**config.mk**
```make
export PLATFORM = sky130hd
export DESIGN_NAME = bst_tap_ir
export DESIGN_NICKNAME = d
export VERILOG_FILES = /design/src/bst_tap_ir.v /design/src/bst_buf2.v
export VERILOG_INCLUDE_DIRS = /design/src
export SDC_FILE = /design/constraint.sdc
export NUM_CORES = 1
export LEC_CHECK = 0
export ABC_AREA = 1
export BUFFER_PORTS_ARGS = -buffer_cell sky130_fd_sc_hd__buf_2
export CORE_ASPECT_RATIO = 1.5
export CORE_MARGIN = 1.5
export CORE_UTILIZATION = 59
export DETAILED_ROUTE_END_ITERATION = 8
export PLACE_DENSITY = 0.77
export SYNTH_ARGS = -nofsm -noshare
export SYNTH_HDL_FRONTEND = slang
export SYNTH_HIERARCHICAL = 1
export SYNTH_SLANG_ARGS = --single-unit
export TNS_END_PERCENT = 10
```
**constraint.sdc**
```tcl
create_clock -name clk_sys_i -period 2.59 [get_ports clk_sys_i]
set_clock_uncertainty 0.2 [all_clocks]
set_input_delay 0.1295 -clock clk_sys_i [delete_from_list [all_inputs] [get_ports clk_sys_i]]
set_output_delay 0.1295 -clock clk_sys_i [all_outputs]
set_load 0.005 [all_outputs]
```
**src/bst_tap_map.vh**
```
`ifndef BST_TAP_MAP_VH
`define BST_TAP_MAP_VH

// Instruction register
`define BST_IR_W          3
`define BST_IR_EXTEST     3'h0
`define BST_IR_IDCODE     3'h1
`define BST_IR_SAMPLE     3'h2
`define BST_IR_CLAMP      3'h3
`define BST_IR_HIGHZ      3'h4
`define BST_IR_BYPASS     3'h7
`define BST_IR_CAPTURE    3'h1

// Identification value fields, all values arbitrary
`define BST_ID_W          32
`define BST_ID_VERSION    4'h0
`define BST_ID_PART       16'h0ABC
`define BST_ID_MAKER      11'h055
`define BST_ID_LSB        1'h1

// Boundary cells: outputs low, inputs next, one control cell on top
`define BST_PIN_N         4
`define BST_BS_W          9
`define BST_BS_OUT_LO     0
`define BST_BS_IN_LO      4
`define BST_BS_CTL        8

// Pin synchroniser lanes
`define BST_SYN_W         8
`define BST_SYN_TDI       0
`define BST_SYN_TMS       1
`define BST_SYN_TCK       2
`define BST_SYN_TRST      3
`define BST_SYN_PAD_LO    4
`define BST_SYN_RST       8'h00

// Serial-out buffer word: {enable, bit}
`define BST_BUF_W         2

`endif

```
**src/bst_tap_ir.v**
```verilog
// How it works
// - Controller advances only on scan clock rises
// - Shift-IR shifts instruction toward serial out
// - Capture-IR loads fixed value into instruction shifter
// - Update-DR falling edge latches data outputs
// - Exit1-IR: low to Pause, high to Update
// - Pause-IR holds; high goes to Exit2-IR
// - Exit2-IR: high to Update, low to Shift
// - Update-IR falling edge latches current instruction
// - Update-IR: low to Idle, high to Select-DR
// - Codes 000, 010 boundary; 001 identification
// - Codes 111, 011, 100 select bypass bit
// - Sample mode captures pins, shifts new data
// - Bypass passes data through one flip-flop
// - Extest drives outputs from boundary latches
// - Clamp holds outputs from boundary latches
// - Highz floats every pad output
// - Identification loaded at Capture-DR, shifted out
// - Reset state selects identification instruction
// - Identification: 1, maker, part, version
// - Identification: 32-bit shifter plus latch
// - Boundary cells have shifter and latch
`timescale 1ns/1ps
`default_nettype none
`include "bst_tap_map.vh"

module bst_tap_ir (
	input  wire                  clk_sys_i,
	input  wire                  nrst_i,
	input  wire                  scan_clock_pin_i,
	input  wire                  scan_mode_select_pin_i,
	input  wire                  scan_serial_in_pin_i,
	input  wire                  scan_reset_n_pin_i,
	output wire                  scan_serial_out_pin_o,
	output wire                  scan_serial_out_pin_oe_o,
	input  wire [`BST_PIN_N-1:0] pad_in_i,
	output wire [`BST_PIN_N-1:0] pad_out_o,
	output wire                  pad_oe_o,
	input  wire [`BST_PIN_N-1:0] core_out_i,
	input  wire                  core_oe_i,
	output wire [`BST_PIN_N-1:0] core_in_o
);

	localparam [15:0] S_TLR   = 16'h0001;
	localparam [15:0] S_RTI   = 16'h0002;
	localparam [15:0] S_SELDR = 16'h0004;
	localparam [15:0] S_CAPDR = 16'h0008;
	localparam [15:0] S_SHDR  = 16'h0010;
	localparam [15:0] S_EX1DR = 16'h0020;
	localparam [15:0] S_PSDR  = 16'h0040;
	localparam [15:0] S_EX2DR = 16'h0080;
	localparam [15:0] S_UPDR  = 16'h0100;
	localparam [15:0] S_SELIR = 16'h0200;
	localparam [15:0] S_CAPIR = 16'h0400;
	localparam [15:0] S_SHIR  = 16'h0800;
	localparam [15:0] S_EX1IR = 16'h1000;
	localparam [15:0] S_PSIR  = 16'h2000;
	localparam [15:0] S_EX2IR = 16'h4000;
	localparam [15:0] S_UPIR  = 16'h8000;

	localparam [1:0] SEL_BYP = 2'h0;
	localparam [1:0] SEL_ID  = 2'h1;
	localparam [1:0] SEL_BS  = 2'h2;

	localparam [`BST_ID_W-1:0] ID_VALUE = {`BST_ID_VERSION, `BST_ID_PART,
		`BST_ID_MAKER, `BST_ID_LSB};

	reg  [`BST_SYN_W-1:0]  syn1_ff;
	reg  [`BST_SYN_W-1:0]  syn2_ff;
	reg                    tck_d_ff;
	reg  [15:0]            st_ff;
	reg  [15:0]            nxt_st;
	reg  [`BST_IR_W-1:0]   ir_sh_ff;
	reg  [`BST_IR_W-1:0]   nxt_ir_sh;
	reg  [`BST_IR_W-1:0]   ir_ff;
	reg                    byp_ff;
	reg                    nxt_byp;
	reg  [`BST_ID_W-1:0]   id_sh_ff;
	reg  [`BST_ID_W-1:0]   nxt_id_sh;
	reg  [`BST_ID_W-1:0]   id_lat_ff;
	reg  [`BST_BS_W-1:0]   bs_sh_ff;
	reg  [`BST_BS_W-1:0]   nxt_bs_sh;
	reg  [`BST_BS_W-1:0]   bs_lat_ff;
	reg                    nxt_tdo;
	reg                    tdo_ff;
	reg                    tdo_oe_ff;
	reg  [`BST_PIN_N-1:0]  pad_out_ff;
	reg                    pad_oe_ff;
	reg  [`BST_PIN_N-1:0]  core_in_ff;
	wire                   tck_s;
	wire                   tms_s;
	wire                   tdi_s;
	wire                   trst_n_s;
	wire [`BST_PIN_N-1:0]  pad_s;
	wire                   tck_rise;
	wire                   tck_fall;
	wire                   rise;
	wire                   buf_in_rdy;
	wire                   buf_out_vld;
	wire [`BST_BUF_W-1:0]  buf_out;
	wire [1:0]             sel;
	wire                   drive_bs;

	// Instruction code to selected data register
	function [1:0] dr_sel;
		input [`BST_IR_W-1:0] code;
		begin
			case (code)
				`BST_IR_EXTEST: dr_sel = SEL_BS;
				`BST_IR_SAMPLE: dr_sel = SEL_BS;
				`BST_IR_IDCODE: dr_sel = SEL_ID;
				default:        dr_sel = SEL_BYP;
			endcase
		end
	endfunction

	assign tdi_s    = syn2_ff[`BST_SYN_TDI];
	assign tms_s    = syn2_ff[`BST_SYN_TMS];
	assign tck_s    = syn2_ff[`BST_SYN_TCK];
	assign trst_n_s = syn2_ff[`BST_SYN_TRST];
	assign pad_s    = syn2_ff[`BST_SYN_PAD_LO +: `BST_PIN_N];
	assign tck_rise = tck_s & ~tck_d_ff;
	assign tck_fall = ~tck_s & tck_d_ff;
	// A rise waits while the serial-out buffer is full
	assign rise     = tck_rise & buf_in_rdy;
	assign sel      = dr_sel(ir_ff);
	assign drive_bs = (ir_ff == `BST_IR_EXTEST) | (ir_ff == `BST_IR_CLAMP);

	always @(posedge clk_sys_i or negedge nrst_i) begin
		if (!nrst_i) begin
			syn1_ff  <= `BST_SYN_RST;
			syn2_ff  <= `BST_SYN_RST;
			tck_d_ff <= 1'b0;
		end else begin
			syn1_ff  <= {pad_in_i, scan_reset_n_pin_i, scan_clock_pin_i,
				scan_mode_select_pin_i, scan_serial_in_pin_i};
			syn2_ff  <= syn1_ff;
			// Edge tracker holds so a stalled rise is seen again
			if (!(tck_rise & ~buf_in_rdy))
				tck_d_ff <= tck_s;
		end
	end

	always @* begin
		nxt_st = S_TLR;
		case (st_ff)
			S_TLR:   nxt_st = tms_s ? S_TLR : S_RTI;
			S_RTI:   nxt_st = tms_s ? S_SELDR : S_RTI;
			S_SELDR: nxt_st = tms_s ? S_SELIR : S_CAPDR;
			S_CAPDR: nxt_st = tms_s ? S_EX1DR : S_SHDR;
			S_SHDR:  nxt_st = tms_s ? S_EX1DR : S_SHDR;
			S_EX1DR: nxt_st = tms_s ? S_UPDR : S_PSDR;
			S_PSDR:  nxt_st = tms_s ? S_EX2DR : S_PSDR;
			S_EX2DR: nxt_st = tms_s ? S_UPDR : S_SHDR;
			S_UPDR:  nxt_st = tms_s ? S_SELDR : S_RTI;
			S_SELIR: nxt_st = tms_s ? S_TLR : S_CAPIR;
			S_CAPIR: nxt_st = tms_s ? S_EX1IR : S_SHIR;
			S_SHIR:  nxt_st = tms_s ? S_EX1IR : S_SHIR;
			S_EX1IR: nxt_st = tms_s ? S_UPIR : S_PSIR;
			S_PSIR:  nxt_st = tms_s ? S_EX2IR : S_PSIR;
			S_EX2IR: nxt_st = tms_s ? S_UPIR : S_SHIR;
			S_UPIR:  nxt_st = tms_s ? S_SELDR : S_RTI;
			default: nxt_st = S_TLR;
		endcase
	end

	// Shift-stage next values for the current rise
	always @* begin
		nxt_ir_sh = ir_sh_ff;
		nxt_byp   = byp_ff;
		nxt_id_sh = id_sh_ff;
		nxt_bs_sh = bs_sh_ff;
		case (st_ff)
			S_CAPIR: nxt_ir_sh = `BST_IR_CAPTURE;
			S_SHIR:  nxt_ir_sh = {tdi_s, ir_sh_ff[`BST_IR_W-1:1]};
			S_CAPDR: begin
				nxt_byp   = 1'b0;
				nxt_id_sh = ID_VALUE;
				// Pins sampled without touching normal operation
				nxt_bs_sh = {core_oe_i, pad_s, core_out_i};
			end
			S_SHDR: begin
				case (sel)
					SEL_ID:  nxt_id_sh = {tdi_s, id_sh_ff[`BST_ID_W-1:1]};
					SEL_BS:  nxt_bs_sh = {tdi_s, bs_sh_ff[`BST_BS_W-1:1]};
					default: nxt_byp = tdi_s;
				endcase
			end
			default: nxt_ir_sh = ir_sh_ff;
		endcase
		if (nxt_st == S_SHIR)
			nxt_tdo = nxt_ir_sh[0];
		else if (sel == SEL_ID)
			nxt_tdo = nxt_id_sh[0];
		else if (sel == SEL_BS)
			nxt_tdo = nxt_bs_sh[0];
		else
			nxt_tdo = nxt_byp;
	end

	always @(posedge clk_sys_i or negedge nrst_i) begin
		if (!nrst_i) begin
			st_ff    <= S_TLR;
			ir_sh_ff <= `BST_IR_CAPTURE;
			byp_ff   <= 1'b0;
			id_sh_ff <= {`BST_ID_W{1'b0}};
			bs_sh_ff <= {`BST_BS_W{1'b0}};
		end else if (!trst_n_s) begin
			st_ff <= S_TLR;
		end else if (rise) begin
			st_ff    <= nxt_st;
			ir_sh_ff <= nxt_ir_sh;
			byp_ff   <= nxt_byp;
			id_sh_ff <= nxt_id_sh;
			bs_sh_ff <= nxt_bs_sh;
		end
	end

	// Update latches move on the falling scan clock edge; the reset state reloads the instruction at once
	always @(posedge clk_sys_i or negedge nrst_i) begin
		if (!nrst_i) begin
			ir_ff     <= `BST_IR_IDCODE;
			id_lat_ff <= {`BST_ID_W{1'b0}};
			bs_lat_ff <= {`BST_BS_W{1'b0}};
		end else if (!trst_n_s || st_ff == S_TLR) begin
			ir_ff <= `BST_IR_IDCODE;
		end else if (tck_fall) begin
			if (st_ff == S_UPIR)
				ir_ff <= ir_sh_ff;
			if (st_ff == S_UPDR && sel == SEL_ID)
				id_lat_ff <= id_sh_ff;
			// Clamp keeps the latch frozen for the whole instruction
			if (st_ff == S_UPDR && sel == SEL_BS)
				bs_lat_ff <= bs_sh_ff;
		end
	end

	bst_buf2 #(
		.W(`BST_BUF_W)
	) i_bst_buf2 (
		.clk_sys_i   (clk_sys_i),
		.nrst_i      (nrst_i),
		.in_valid_i  (tck_rise),
		.in_ready_o  (buf_in_rdy),
		.in_data_i   ({(nxt_st == S_SHIR) | (nxt_st == S_SHDR), nxt_tdo}),
		.out_valid_o (buf_out_vld),
		.out_ready_i (tck_fall),
		.out_data_o  (buf_out)
	);

	// Serial out changes on the falling scan clock edge
	always @(posedge clk_sys_i or negedge nrst_i) begin
		if (!nrst_i) begin
			tdo_ff    <= 1'b0;
			tdo_oe_ff <= 1'b0;
		end else if (!trst_n_s) begin
			tdo_oe_ff <= 1'b0;
		end else if (tck_fall && buf_out_vld) begin
			tdo_oe_ff <= buf_out[1];
			tdo_ff    <= buf_out[0];
		end
	end

	always @(posedge clk_sys_i or negedge nrst_i) begin
		if (!nrst_i) begin
			pad_out_ff <= {`BST_PIN_N{1'b0}};
			pad_oe_ff  <= 1'b0;
			core_in_ff <= {`BST_PIN_N{1'b0}};
		end else begin
			core_in_ff <= pad_s;
			if (ir_ff == `BST_IR_HIGHZ) begin
				pad_out_ff <= core_out_i;
				pad_oe_ff  <= 1'b0;
			end else if (drive_bs) begin
				pad_out_ff <= bs_lat_ff[`BST_BS_OUT_LO +: `BST_PIN_N];
				pad_oe_ff  <= bs_lat_ff[`BST_BS_CTL];
			end else begin
				pad_out_ff <= core_out_i;
				pad_oe_ff  <= core_oe_i;
			end
		end
	end

	assign scan_serial_out_pin_o    = tdo_ff;
	assign scan_serial_out_pin_oe_o = tdo_oe_ff;
	assign pad_out_o                = pad_out_ff;
	assign pad_oe_o                 = pad_oe_ff;
	assign core_in_o                = core_in_ff;

endmodule // bst_tap_ir

`default_nettype wire

```
**src/bst_buf2.v**
```verilog
`timescale 1ns/1ps
`default_nettype none
`include "bst_tap_map.vh"

module bst_buf2 #(
	parameter W = `BST_BUF_W
) (
	input  wire         clk_sys_i,
	input  wire         nrst_i,
	input  wire         in_valid_i,
	output wire         in_ready_o,
	input  wire [W-1:0] in_data_i,
	output wire         out_valid_o,
	input  wire         out_ready_i,
	output wire [W-1:0] out_data_o
);

	reg [W-1:0] mem_ff [0:1];
	reg         wr_ff;
	reg         rd_ff;
	reg [1:0]   cnt_ff;
	wire        push;
	wire        pop;

	assign in_ready_o  = (cnt_ff != 2'h2);
	assign out_valid_o = (cnt_ff != 2'h0);
	assign out_data_o  = mem_ff[rd_ff];
	assign push        = in_valid_i & in_ready_o;
	assign pop         = out_valid_o & out_ready_i;

	always @(posedge clk_sys_i or negedge nrst_i) begin
		if (!nrst_i) begin
			wr_ff     <= 1'b0;
			rd_ff     <= 1'b0;
			cnt_ff    <= 2'h0;
			mem_ff[0] <= {W{1'b0}};
			mem_ff[1] <= {W{1'b0}};
		end else begin
			if (push) begin
				mem_ff[wr_ff] <= in_data_i;
				wr_ff         <= ~wr_ff;
			end
			if (pop)
				rd_ff <= ~rd_ff;
			if (push & ~pop)
				cnt_ff <= cnt_ff + 2'h1;
			else if (pop & ~push)
				cnt_ff <= cnt_ff - 2'h1;
		end
	end

endmodule // bst_buf2

`default_nettype wire

```
### Word-level counts from Yosys, hierarchy flattened

Index checks and enable logic that the tools add are counted.

| cells by class | value |
|---|---|
| $add $sub $neg | 2 |
| magnitude comparators | 3 |
| equality and inequality tests | 29 |
| multiplexer cells | 43 |
| bitwise operators | 19 |
| reductions and logical operators | 24 |

Operators with widths:

| cell | count |
|---|---|
| $pmux 16 s12 | 1 |
| $mux 16 | 4 |
| $pmux 32 s2 | 1 |
| $eq 16x12->1 const B | 2 |
| $eq 16x5->1 const B | 2 |
| $mux 32 | 1 |
| $mux 9 | 3 |
| $pmux 9 s2 | 1 |
| $eq 16x1->1 const B | 1 |
| $eq 16x10->1 const B | 1 |
| $eq 16x11->1 const B | 1 |
| $eq 16x13->1 const B | 1 |
| $eq 16x14->1 const B | 1 |
| $eq 16x15->1 const B | 1 |
| $eq 16x16->1 const B | 1 |
| $eq 16x2->1 const B | 1 |
| $eq 16x3->1 const B | 1 |
| $eq 16x4->1 const B | 1 |
| $eq 16x6->1 const B | 1 |
| $eq 16x7->1 const B | 1 |
| $eq 16x8->1 const B | 1 |
| $eq 16x9->1 const B | 1 |
| $mux 15 | 1 |
| $mux 2 | 7 |
| other kinds (38) | 83 |

| storage, ports and cells | value |
|---|---|
| register bits after elaboration | 109 |
| input bits | 15 |
| logic and storage cells | 143 |

### Longest topological paths before layout

Gate-level depths: netlist (run 1).

| logic depth | value |
|---|---|
| depth in word-level cells | 11 |
| gate-level depth with buffers | 16 |
| gate-level depth less buffers | 16 |

### By module

The synthesis (run 1) kept the hierarchy.

By module, submodules not included:

| module | times used | cells each | area an instance (um2) | seq. area each (um2) |
|---|---|---|---|---|
| bst_tap_ir | 1 | 481 | 4,350.4 | 2,431.1 |
| bst_buf2 | 1 | 52 | 426.7 | 200.2 |

### Least setup slack after synthesis (run 1)

OpenSTA, ideal clock, no wires.

| path | value |
|---|---|
| path kind | register to register |
| start | reg ir_ff[0] |
| end | reg i_bst_buf2/mem_ff[0] in the netlist's numbering |
| setup time | 0.067 ns |
| data arrival time | 1.873 ns |
| required time | 2.323 ns |
| path slack | 0.450 ns |
| cell stages (with the launch flop) | 16 |
| cells stage by stage | dfstp_2 inv_1 nor3_1 inv_1 ha_1 o21ai_0 nand3_1 nand2_1 inv_1 nand3_1 nand3_1 nand2_1 nand2_1 nand2_1 nand4_1 nand2_1 |

| between the ends | value |
|---|---|
| longest elaborated chain between the ends | 11 |
| elaborated cells on any way between the ends | 18 |
| classes of those cells | 4 x eq/ne; 11 x mux; 3 x reduce/logical |

Ends and longest elaborated chain:

| what | line | RTL |
|---|---|---|
| start: declaration | bst_tap_ir.v:75 | `` reg [`BST_IR_W-1:0] ir_ff; `` |
| start signal: assignment | bst_tap_ir.v:222 | `` ir_ff <= `BST_IR_IDCODE; `` |
| start signal: assignment | bst_tap_ir.v:226 | `` ir_ff <= `BST_IR_IDCODE; `` |
| start signal: assignment | bst_tap_ir.v:229 | `ir_ff <= ir_sh_ff;` |
| $eq 3x2->1 or $logic_not 3->1 (tied branches) | bst_tap_ir.v:108 | `case (code)` |
| $reduce_or 2->1 (no source line) | n/a |  |
| $pmux 2 s2 * | bst_tap_ir.v:108 |  |
| $eq 2x1->1 or $eq 2x2->1 (tied branches) | bst_tap_ir.v:183, bst_tap_ir.v:193, bst_tap_ir.v:195 |  |
| $reduce_or 2->1 (no source line) | n/a |  |
| $mux 1 | bst_tap_ir.v:183 | `case (sel)` |
| $pmux 1 s2 | bst_tap_ir.v:173 | `case (st_ff)` |
| $mux 1 | bst_tap_ir.v:195 | `else if (sel == SEL_BS)` |
| $mux 1 * | bst_tap_ir.v:193 | `else if (sel == SEL_ID)` |
| $mux 1 * | bst_tap_ir.v:191 | `if (nxt_st == S_SHIR)` |
| named net nxt_tdo | bst_tap_ir.v:84 | `reg nxt_tdo;` |
| $bwmux 4 * | bst_buf2.v:40 | `mem_ff[wr_ff] <= in_data_i;` |
| end signal: indexed assignment | bst_buf2.v:40 |  |
| end: declaration | bst_buf2.v:18 | `reg [W-1:0] mem_ff [0:1];` |

Mark *: on every way through the listed nets, which the timed path passes. The rest lies on a longest branch. The select of a mux whose other input is x is not followed.
A chain may end at the register's enable or synchronous reset.

### Worst setup path in the final report (run 1)

| path | value |
|---|---|
| start | reg ir_ff[0] |
| end | reg i_bst_buf2/mem_ff[2] in the netlist's numbering |

The elaborated chain is that of the path after synthesis.

==> impl_metrics.json, run 1 <==
{
  "power.share.switching_pct": 27.1,
  "synth_warnings": 6,
  "syn_nets": 551,
  "dr.pass1.iters": 4,
  "route.detailed.drc": 0,
  "seqCellArea_um2": 2630,
  "fillers": 633,
  "io_pins": 26,
  "hp-class": "in2async",
  "fin_total_pwr_mw": 3.60,
  "ys_ff_latch": 105,
  "intPower_mw": 2.62,
  "cts_buffer_depth": 2,
  "maxCapViolCount": 0,
  "overflow": 0,
  "maxSlewHeadroom_pct": 65.1,
  "antenna_cells": 0,
  "grt_usage_pct": 24.2,
  "rr_endpoint": "i_bst_buf2/mem_ff[2]$_DFFE_PN0P_",
  "dieArea_um2": 8660,
  "p_comb_share_pct": 11.7,
  "leakage_nw": 2.69,
  "place_area_um2": 5050,
  "path_max_fanout": 6,
  "layout_common_cells": "107 x nand2_1, 102 x dfrtp_1, 87 x inv_1, 40 x nand3_1, 38 x o21ai_0",
  "r2r_setup_slack_ns": 0.29,
  "cts_root_buffer": "clkbuf_16",
  "postSynthAreaPerCell_um2": 8.96,
  "synthesis.area_um2": 4780,
  "grt_max_degree": 78,
  "clock-sinks": 105,
  "postLayoutSetupSlackWorst_ns": 0.294,
  "finalHoldViolations": 0,
  "reg2regPathDepth": 15,
  "final_util_pct": 69.7,
  "clkPwrFrac_pct": 39.0,
  "cts.htree.levels": 3,
  "gp_congestion": 0.969,
  "final_area_um2": 5510,
  "vias_per_cell": 5.37,
  "vias": 3714,
  "p_per_area_nw_per_um2": 653,
  "arrival_ns": 2.39,
  "postSynthCellCount": 533,
  "core_um2": 7910,
  "rsz0062_at_grt": "false",
  "drt_wl_total_um": 9730,
  "timing.final.crit_period_ns": 2.30,
  "grt_pass1_vias": 3793,
  "die_w_um": 76.5,
  "wl_per_cell_um": 14.1,
  "synth_cell_type_count": 37,
  "worst_pin_slew_ns": 0.522,
  "status": "finished clean",
  "max_freq_ghz": 0.436,
  "start_kind": "flop",
  "dieHeight_um": 113,
  "synth-seq-area-share_pct": 55.1,
  "areaGrowthSynthToFinish_pct": 15.4,
  "drt_iter0_markers": 248,
  "setup_tns_ns": 0,
  "grt_pass1_wl_um": 16400,
  "rows": 40,
  "postRouteAntennaNets": 0,
  "numCtsBuffers": 9,
  "power_frac_seq_pct": 49.3,
  "place_ws_ns": 0.267,
  "end_kind": "flop",
  "critical_path_class": "reg2reg",
  "final_common_cell": "nand2_1",
  "cts_setup_buffers": 0,
  "final-max-slew-violation-count": 0,
  "switchingPower_uw": 977,
  "multiInputGateArea_um2": 1750,
  "cp.required_ns": 2.68,
  "io_buffers": 25,
  "num-nets-final": 599,
  "peakVddDrop_v": 0.000628,
  "drive_gt1_share_pct": 14.7,
  "worstSkewPairLatency_ns": 0.35,
  "start_util_pct": 60.4,
  "dp.final_hpwl_um": 6890,
  "cts_tree": "yes",
  "setup_viol": 0,
  "clk_pin_slew_ns": 0.07,
  "min_period_over_period_pct": 88.6,
  "grt_antenna_before_repair": 0,
  "timing.rr.start": "ir_ff[0]$_DFFE_PN1P_"
}
[worst max-delay path, stage by stage, from the launching register on]
cell     delay [ns]
dfstp_2        0.54
inv_1          0.08
nor3_2         0.16
inv_1          0.06
ha_1           0.28
o21ai_0        0.19
nand3_1        0.09
nand2_1        0.07
inv_1          0.05
nand3_1        0.07
nand3_1        0.07
nand2_1        0.07
nand2_1        0.05
nand2_1        0.08
nand4_1        0.10
nand2_1        0.07
[worst max path at each step]
| stage | slack [ns] | start | to | cells after the start |
|---|---|---|---|---|
| 6_report | 0.29 | ir_ff[0]$_DFFE_PN1P_ | i_bst_buf2/mem_ff[2]$_DFFE_PN0P_ | 15 |
| 4_1_cts | 0.21 | ir_ff[0]$_DFFE_PN1P_ | i_bst_buf2/mem_ff[2]$_DFFE_PN0P_ | 14 |
| 5_1_grt | 0.07 | ir_ff[0]$_DFFE_PN1P_ | i_bst_buf2/mem_ff[0]$_DFFE_PN0P_ | 15 |
| 2_1_floorplan | 0.45 | ir_ff[0]$_DFFE_PN1P_ | i_bst_buf2/mem_ff[0]$_DFFE_PN0P_ | 15 |
| 3_5_place_dp | 0.27 | ir_ff[0]$_DFFE_PN1P_ | i_bst_buf2/mem_ff[0]$_DFFE_PN0P_ | 15 |
| 3_3_place_gp | 0.33 | ir_ff[0]$_DFFE_PN1P_ | i_bst_buf2/mem_ff[0]$_DFFE_PN0P_ | 14 |
[synthesized netlist by cell type]
| cell type | n | share of area, % |
|---|---|---|
| o211ai_4 | 1 | 0.45 |
| a21oi_1 | 15 | 1.6 |
| dfrtp_1 | 102 | 53 |
| clkbuf_1 | 3 | 0.24 |
| nor3_1 | 5 | 0.52 |
| nor2_8 | 2 | 0.84 |
| nand3b_4 | 1 | 0.42 |
| o211ai_1 | 4 | 0.63 |
| nor2_2 | 7 | 0.92 |
| nand3_4 | 1 | 0.37 |
| mux2i_1 | 5 | 1.0 |
| buf_6 | 1 | 0.24 |
| buf_2 | 4 | 0.42 |
| nand3_1 | 40 | 4.2 |
| nand3_2 | 2 | 0.42 |
| nand4_1 | 6 | 0.79 |
| o41ai_1 | 1 | 0.18 |
| dfstp_2 | 3 | 1.7 |
| inv_1 | 87 | 6.8 |
| inv_2 | 2 | 0.16 |
| nand3b_1 | 1 | 0.16 |
| nand2_2 | 5 | 0.65 |
| nor2_4 | 3 | 0.71 |
| o21ai_0 | 38 | 4.0 |
| o32ai_1 | 4 | 0.73 |
| xnor2_1 | 1 | 0.18 |
| nand2_1 | 107 | 8.4 |
| ha_1 | 3 | 0.79 |
| nand2_4 | 4 | 0.94 |
| o21a_1 | 2 | 0.31 |
| o22ai_1 | 24 | 3.1 |
| mux2_2 | 2 | 0.47 |
| buf_4 | 3 | 0.47 |
| nor2_1 | 37 | 2.9 |
| clkinv_1 | 2 | 0.16 |
| o21ai_1 | 4 | 0.42 |
| a211oi_2 | 1 | 0.26 |
[sequential cells by signal, summed over array words and instances, names as in the netlist, 4 cells and up]
signal / flops
bs_lat_ff: 5
bs_sh_ff: 9
core_in_o: 4
i_bst_buf2/mem_ff: 4
id_sh_ff: 32
pad_out_o: 4
st_ff: 16
syn1_ff: 8
syn2_ff: 8
[per-layer routing]
metal  part of all wire, %  track usage, %  vias to the layer above
met2                    52            42.1                       84
met4                   3.4            15.1                        0
li1                      -               -                     1816
met5                     0               0                        -
met1                    41            27.1                     1785
met3                   3.4            5.08                       29
[per-stage QoR]
stage | cells | hold slack [ns]
final | 691 | 0.0363
after global routing | 691 | 0.0650
after CTS | 691 | 0.0475
after detailed placement | 661 | -0.118
after global placement | 661 | -0.120
after floorplan | 533 | -0.366
[repair_timing]
action,4_1_cts,5_1_grt
hold endpoints to repair,120,0
hold buffers,14,0
setup endpoints to repair,0,1
gates resized for setup,0,2
[final cells by class]
class / count / share of cell area (%)
Clock buffer: 9 / 4.09
Clock inverter: 7 / 1.59
Inverter: 91 / 6.20
Multi-Input combinational cell: 326 / 31.7
Sequential cell: 105 / 47.7
Tap cell: 105 / 2.38
Timing Repair Buffer: 48 / 6.31
[cell families after synthesis]
group           after synthesis  synth area share, %
simple gates                221                 22.2
flops                       105                 55.1
buf+inv                     102                 8.51
compound gates               94                 11.7
mux                           7                 1.52
fa+ha+maj                     3                0.786
xor+xnor                      1                0.183
[power by group through the flow]
stage / registers (mW) / logic, mW / clock network [mW]
global route: 1.78 / 0.467 / 1.49
CTS: 1.77 / 0.420 / 1.43
global placement: 1.80 / 0.382 / 0
detailed placement: 1.81 / 0.401 / 0
finish: 1.77 / 0.421 / 1.40
floorplan: 1.79 / 0.268 / 0
Power figures use the tool's default switching activity.
==> run 2, diff against run 1 <==
- ABC_AREA: 1 -> default
==> run 2 against run 1 <==
Against the previous run:
- the run now ends with negative setup slack left
- critical path depth decreased by 9
- total power shrank 2.7%
- sequential power hardly changed
- setup slack got worse by 0.36 ns
- non-clock buffer count grew 42
- clock-buffer cell count unchanged
- worst hold slack improved by 0.094 ns
- utilization rose by 4.2 points
- clock power decreased by 6%
- fmax shrank 14%
- cell count decreased by 6.2%
==> impl_metrics.json, run 2 <==
{
  "worst_pin_slew_ns": 0.620,
  "end_kind": "flop",
  "multiInputGateArea_um2": 2160,
  "path_max_fanout": 8,
  "final_area_um2": 5950,
  "maxCapViolCount": 0,
  "largest_reg_flops": 32,
  "stdcell_count": 648,
  "dp.final_hpwl_um": 7550,
  "synth_top_area_cell": "dfrtp_1",
  "crit_buf_inv": 0,
  "min_period_over_period_pct": 103,
  "vias": 3922,
  "vias_per_cell": 6.05,
  "postSynthCellCount": 468,
  "timing.final.crit_period_ns": 2.66,
  "post-synth-top-count-cell": "dfrtp_1",
  "async_flop_share_pct": 100,
  "start_util_pct": 61.1,
  "wl_met3_um": 488,
  "synth_top_family_by_area": "simple AND/OR/NAND/NOR gates",
  "ys.flop_type": "dfrtp_1",
  "synth_cell_type_count": 60,
  "final_util_pct": 73.9,
  "p_per_area_nw_per_um2": 588,
  "clock-sinks": 105,
  "dr.pass1.iters": 5,
  "place_area_um2": 5440,
  "syn_nets": 486,
  "fin_total_pwr_mw": 3.50,
  "critical_path_class": "reg2reg",
  "largestRegisters": "id_sh_ff x32, st_ff x16, bs_sh_ff x9",
  "route.detailed.drc": 0,
  "synth_fa_ha_area_share_pct": 0.762,
  "layout_common_cells": "102 x dfrtp_1, 60 x nand2_1, 48 x o21ai_0, 47 x buf_4, 24 x buf_2",
  "leakage_nw": 2.77,
  "synth-edff-count": 0,
  "cp.required_ns": 2.62,
  "top_register": "id_sh_ff",
  "postLayoutSetupSlackWorst_ns": -0.0705,
  "antenna_cells": 0,
  "synthSimpleGateAreaFrac_pct": 18.8,
  "maxSlewHeadroom_pct": 58.7,
  "clk_pin_slew_ns": 0.07,
  "muxShareOfSynthArea_pct": 4.22,
  "start_kind": "flop",
  "timing.rr.start": "st_ff[7]$_DFFE_PN0P_",
  "grt_max_degree": 58,
  "drive_gt1_share_pct": 26.9,
  "cts_buffer_depth": 2,
  "wl_met1_um": 4600,
  "max_freq_ghz": 0.376,
  "routed.top_layer": "met4",
  "rsz0062_at_grt": "true",
  "arrival_ns": 2.69,
  "cts_root_buffer": "clkbuf_16",
  "ys_ff_latch": 105,
  "areaGrowthSynthToFinish_pct": 20.9,
  "synth_common_cells": "102 x dfrtp_1, 60 x nand2_1, 48 x o21ai_0",
  "rows": 40,
  "hp-class": "in2async",
  "wl_per_cell_um": 17.9,
  "io_buffers": 25,
  "final_common_cell": "dfrtp_1",
  "synthesis.area_um2": 4920,
  "dieHeight_um": 115,
  "slowest_stage": "or4_4",
  "ys_top_cells_by_area": "dfrtp_1 52%, o21ai_0 4.9%, nand2_1 4.6%",
  "grt_usage_pct": 27.3,
  "hold_ws_ns": 0.131,
  "grt_pass1_vias": 3953,
  "postRouteAntennaNets": 0,
  "setup_viol": 2,
  "die_w_um": 77.6,
  "dieArea_um2": 8920,
  "met2_length_um": 6110,
  "finalHoldViolations": 0,
  "seqCellArea_um2": 2630,
  "cts_tree": "yes",
  "critical_path.startpoint": "st_ff[7]$_DFFE_PN0P_",
  "grt_antenna_before_repair": 0,
  "drt_iter0_markers": 272,
  "cts.htree.levels": 3,
  "status": "finished, violations left",
  "drt_wl_total_um": 11600,
  "critPathTopFamily": "simple AND/OR/NAND/NOR gates",
  "numCtsBuffers": 9,
  "synth_warnings": 6,
  "critical_path.max_stage_delay_ns": 0.63,
  "violations": "negative setup slack",
  "peakVddDrop_v": 0.000529,
  "synth-compound-area-share_pct": 16.0,
  "synth-seq-area-share_pct": 53.4,
  "yosys.area_share.xor_xnor_pct": 2.31,
  "grt_pass1_wl_um": 18900,
  "dpl.cell_count": 618,
  "overflow": 0,
  "final-max-slew-violation-count": 0,
  "yosys.area.top_type_share_pct": 51.8,
  "postSynthAreaPerCell_um2": 10.5,
  "fillers": 559,
  "num-nets-final": 556,
  "core_um2": 8060,
  "io_pins": 26,
  "worstSkewPairLatency_ns": 0.35,
  "gp_congestion": 0.940,
  "cp_cell_sequence": "or4b_4 -> or4_4 -> and3_4 -> a211oi_2 -> o41ai_2 -> mux2_4"
}
==> run 2: worst register-to-register path: cells and delay by family (launching register included) <==
kind	cells	cell delay, ns
AOI/OAI and AO/OA	2	0.28
DFF	1	0.41
muxes	1	0.27
and+or+nand+nor	3	1.39
==> run 2: metal layers <==
layer | GRT usage, % | vias to the layer above
met5 | 0 | -
met4 | 11.6 | 0
met3 | 4.37 | 33
met2 | 48.4 | 132
met1 | 32.8 | 1930
li1 | - | 1827
==> run 2: cell families after synthesis <==
| group | after synthesis |
|---|---|
| flip-flops | 105 |
| multiplexers | 18 |
| buffers and inverters | 42 |
| adder cells (fa/ha/maj) | 3 |
| AND/OR/NAND/NOR | 166 |
| XOR/XNOR | 13 |
| AO/OA/AOI/OAI | 121 |
==> run 2: stage by stage <==
stage / TNS (ns) / worst slack, ns
floorplan: -0.423 / -0.212
global placement: -0.0206 / -0.0116
detailed placement: -0.0859 / -0.0438
CTS: -0.0712 / -0.0362
global route: -0.334 / -0.110
finish: -0.138 / -0.0705
==> run 2: final cells by class <==
cell class	count	share of cell area (%)
repair buffers	90	11.7
well taps	105	2.21
inverters	11	0.694
flip-flops and latches	105	44.2
clock buffers	9	3.78
clock inverters	7	1.20
multi-input cells	321	36.2
==> run 2: final timing paths <==
| path | cells after the start | to | slack, ns |
|---|---|---|---|
| max reg2reg | 6 | i_bst_buf2/mem_ff[0]$_DFFE_PN0P_ | -0.07 |
| min in group clk_sys_i | 0 | syn2_ff[1]$_DFF_PN0_ | 0.15 |
| max in group asynchronous | 3 | ir_sh_ff[0]$_DFFE_PN1P_ | 1.26 |
| min | 2 | i_bst_buf2/cnt_ff[0]$_DFFE_PN0P_ | 0.13 |
| min reg2reg | 0 | syn2_ff[1]$_DFF_PN0_ | 0.15 |
| max | 6 | i_bst_buf2/mem_ff[0]$_DFFE_PN0P_ | -0.07 |
==> run 2: what timing repair did <==
action	CTS	global route
gates resized for setup	4	12
pin swaps	1	7
cloned	0	0
setup buffers	0	0
hold buffers	14	0
setup endpoints to repair	4	37
hold endpoints to repair	66	0
==> run 2: power breakdown <==
part / leakage [nW] / internal (mW) / switching (mW)
clock network: 0.139 / 0.679 / 0.645
logic: 1.25 / 0.182 / 0.232
registers: 1.39 / 1.70 / 0.0600
total: 2.77 / 2.56 / 0.938
==> run 3, diff against run 2 <==
- CORE_UTILIZATION: 59 -> 55
- PLACE_DENSITY: 0.77 -> 0.73
- REMOVE_ABC_BUFFERS: default -> 1
==> run 3 against run 2 <==
Against the previous run:
- the run still ends with negative setup slack left
- flip-flop and latch count did not move
- cell area up 0.25%
- wire length fell by 3.2%
- combinational power about the same
- sequential share of layout area down 0.11 points
- critical path depth unchanged
- non-clock buffer count is 1 higher
- register-to-register slack gained 0.04 ns
- clock power grew 6%
- critical endpoint unchanged
- largest cell class unchanged
==> impl_metrics.json, run 3 (synthesized netlist as in run 2, its figures left out) <==
{
  "clock-sinks": 105,
  "fillers": 681,
  "min_period_over_period_pct": 101,
  "path_max_fanout": 6,
  "start_kind": "flop",
  "dr.pass1.iters": 4,
  "cp.required_ns": 2.68,
  "cp_cell_sequence": "or4_4 -> or4_4 -> nor2_1 -> nor3_2 -> o41ai_2 -> mux2_4",
  "drt_wl_total_um": 11200,
  "arrival_ns": 2.71,
  "finalHoldViolations": 0,
  "overflow": 0,
  "postRouteAntennaNets": 0,
  "drt_iter0_markers": 205,
  "grt_antenna_before_repair": 0,
  "cts.htree.levels": 3,
  "layout_common_cells": "102 x dfrtp_1, 60 x nand2_1, 49 x buf_4, 47 x o21ai_0, 24 x buf_2",
  "grt_pass1_wl_um": 18600,
  "grt_pass1_vias": 3857,
  "end_kind": "flop",
  "timing.final.crit_period_ns": 2.62,
  "maxSlewHeadroom_pct": 62.0,
  "final_common_cell": "dfrtp_1",
  "violations": "negative setup slack",
  "io_pins": 26,
  "core_um2": 8780,
  "dieArea_um2": 9540,
  "hold_ws_ns": 0.0832,
  "start_util_pct": 56.1,
  "stdcell_count": 654,
  "final-max-slew-violation-count": 0,
  "seqCellArea_um2": 2630,
  "slowest_stage": "or4_4",
  "numCtsBuffers": 9,
  "dp.final_hpwl_um": 7700,
  "critical_path.max_stage_delay_ns": 0.61,
  "io_buffers": 25,
  "vias_per_cell": 5.86,
  "largestRegisters": "id_sh_ff x32, st_ff x16, bs_sh_ff x9",
  "rsz0062_at_grt": "true",
  "grt_max_degree": 69,
  "reg2regPathDepth": 6,
  "rows": 42,
  "r2r_setup_slack_ns": -0.03,
  "multiInputGateArea_um2": 2150,
  "place_ws_ns": -0.137,
  "max_freq_ghz": 0.382,
  "vias": 3835,
  "dieHeight_um": 119,
  "status": "finished, violations left",
  "areaGrowthSynthToFinish_pct": 21.2,
  "antenna_cells": 0,
  "num-nets-final": 557,
  "cts_root_buffer": "clkbuf_16",
  "worst_pin_slew_ns": 0.571,
  "die_w_um": 80.3,
  "maxCapViolCount": 0,
  "dpl.cell_count": 621,
  "cts_tree": "yes",
  "clk_pin_slew_ns": 0.07,
  "drive_gt1_share_pct": 26.8,
  "largest_reg_flops": 32,
  "crit_top_cell": "or4_4",
  "leakage_nw": 2.80,
  "wl_per_cell_um": 17.1,
  "worstSkewPairLatency_ns": 0.35,
  "route.detailed.drc": 0,
  "gp_congestion": 0.945,
  "hp-class": "in2async",
  "peakVddDrop_v": 0.000541,
  "grt_usage_pct": 25.6,
  "setup_viol": 2,
  "postLayoutSetupSlackWorst_ns": -0.0312,
  "critical_path_class": "reg2reg",
  "cts_buffer_depth": 2,
  "top_register": "id_sh_ff",
  "p_per_area_nw_per_um2": 599
}
[run 3: critical path, delay by kind of cell, from the launching register on]
family	cells	cell delay (ns)
AO/OA/AOI/OAI	1	0.38
flip-flops	1	0.38
multiplexers	1	0.22
AND/OR/NAND/NOR	4	1.38
[run 3: cell type report]
class	count	share of cell area (%)
Tap cell	110	2.31
Inverter	11	0.692
Sequential cell	105	44.1
Clock inverter	7	1.43
Timing Repair Buffer	91	11.6
Clock buffer	9	3.77
Multi-Input combinational cell	321	36.1
[run 3: power by group]
| part | internal [mW] | switching (mW) |
|---|---|---|
| clock | 0.768 | 0.634 |
| combinational | 0.191 | 0.226 |
| sequential | 1.70 | 0.0548 |
[run 3: repair_timing]
action                                  4_1_cts  5_1_grt
endpoints found under the hold margin        55        0
endpoints found under the setup margin        8       12
resized for setup                             9        9
setup buffers                                 0        3
pin swaps                                     4        6
hold buffers                                 14        0
[run 3: final timing paths]
kind,from,to
setup / recovery,st_ff[1]$_DFFE_PN0P_,i_bst_buf2/mem_ff[0]$_DFFE_PN0P_
hold / removal,nrst_i,scan_serial_out_pin_o$_DFFE_PN0P_
setup reg to reg,st_ff[1]$_DFFE_PN0P_,i_bst_buf2/mem_ff[0]$_DFFE_PN0P_
hold reg to reg,syn1_ff[1]$_DFF_PN0_,syn2_ff[1]$_DFF_PN0_
max in group asynchronous,nrst_i,ir_sh_ff[0]$_DFFE_PN1P_
min in group clk_sys_i,syn1_ff[1]$_DFF_PN0_,syn2_ff[1]$_DFF_PN0_
[run 3: metal layers]
layer / part of all wire (%) / track usage [%] / up-vias
met3: 2.3 / 3.30 / 30
li1: - / - / 1827
met2: 52 / 42.9 / 75
met5: 0 / 0 / -
met4: 4.0 / 12.4 / 0
met1: 42 / 32.2 / 1903
[run 3: metrics by stage]
step | util, % | power [mW] | cell area (µm²) | TNS [ns]
final | 68.0 | 3.58 | 5970 | -0.0595
after global routing | 68.0 | 3.71 | 5970 | -0.240
after CTS | 67.3 | 3.60 | 5910 | -0.00606
after detailed placement | 61.6 | 2.18 | 5400 | -0.663
after global placement | 61.6 | 2.17 | 5400 | -0.326
after floorplan | - | 2.01 | 4750 | -3.99
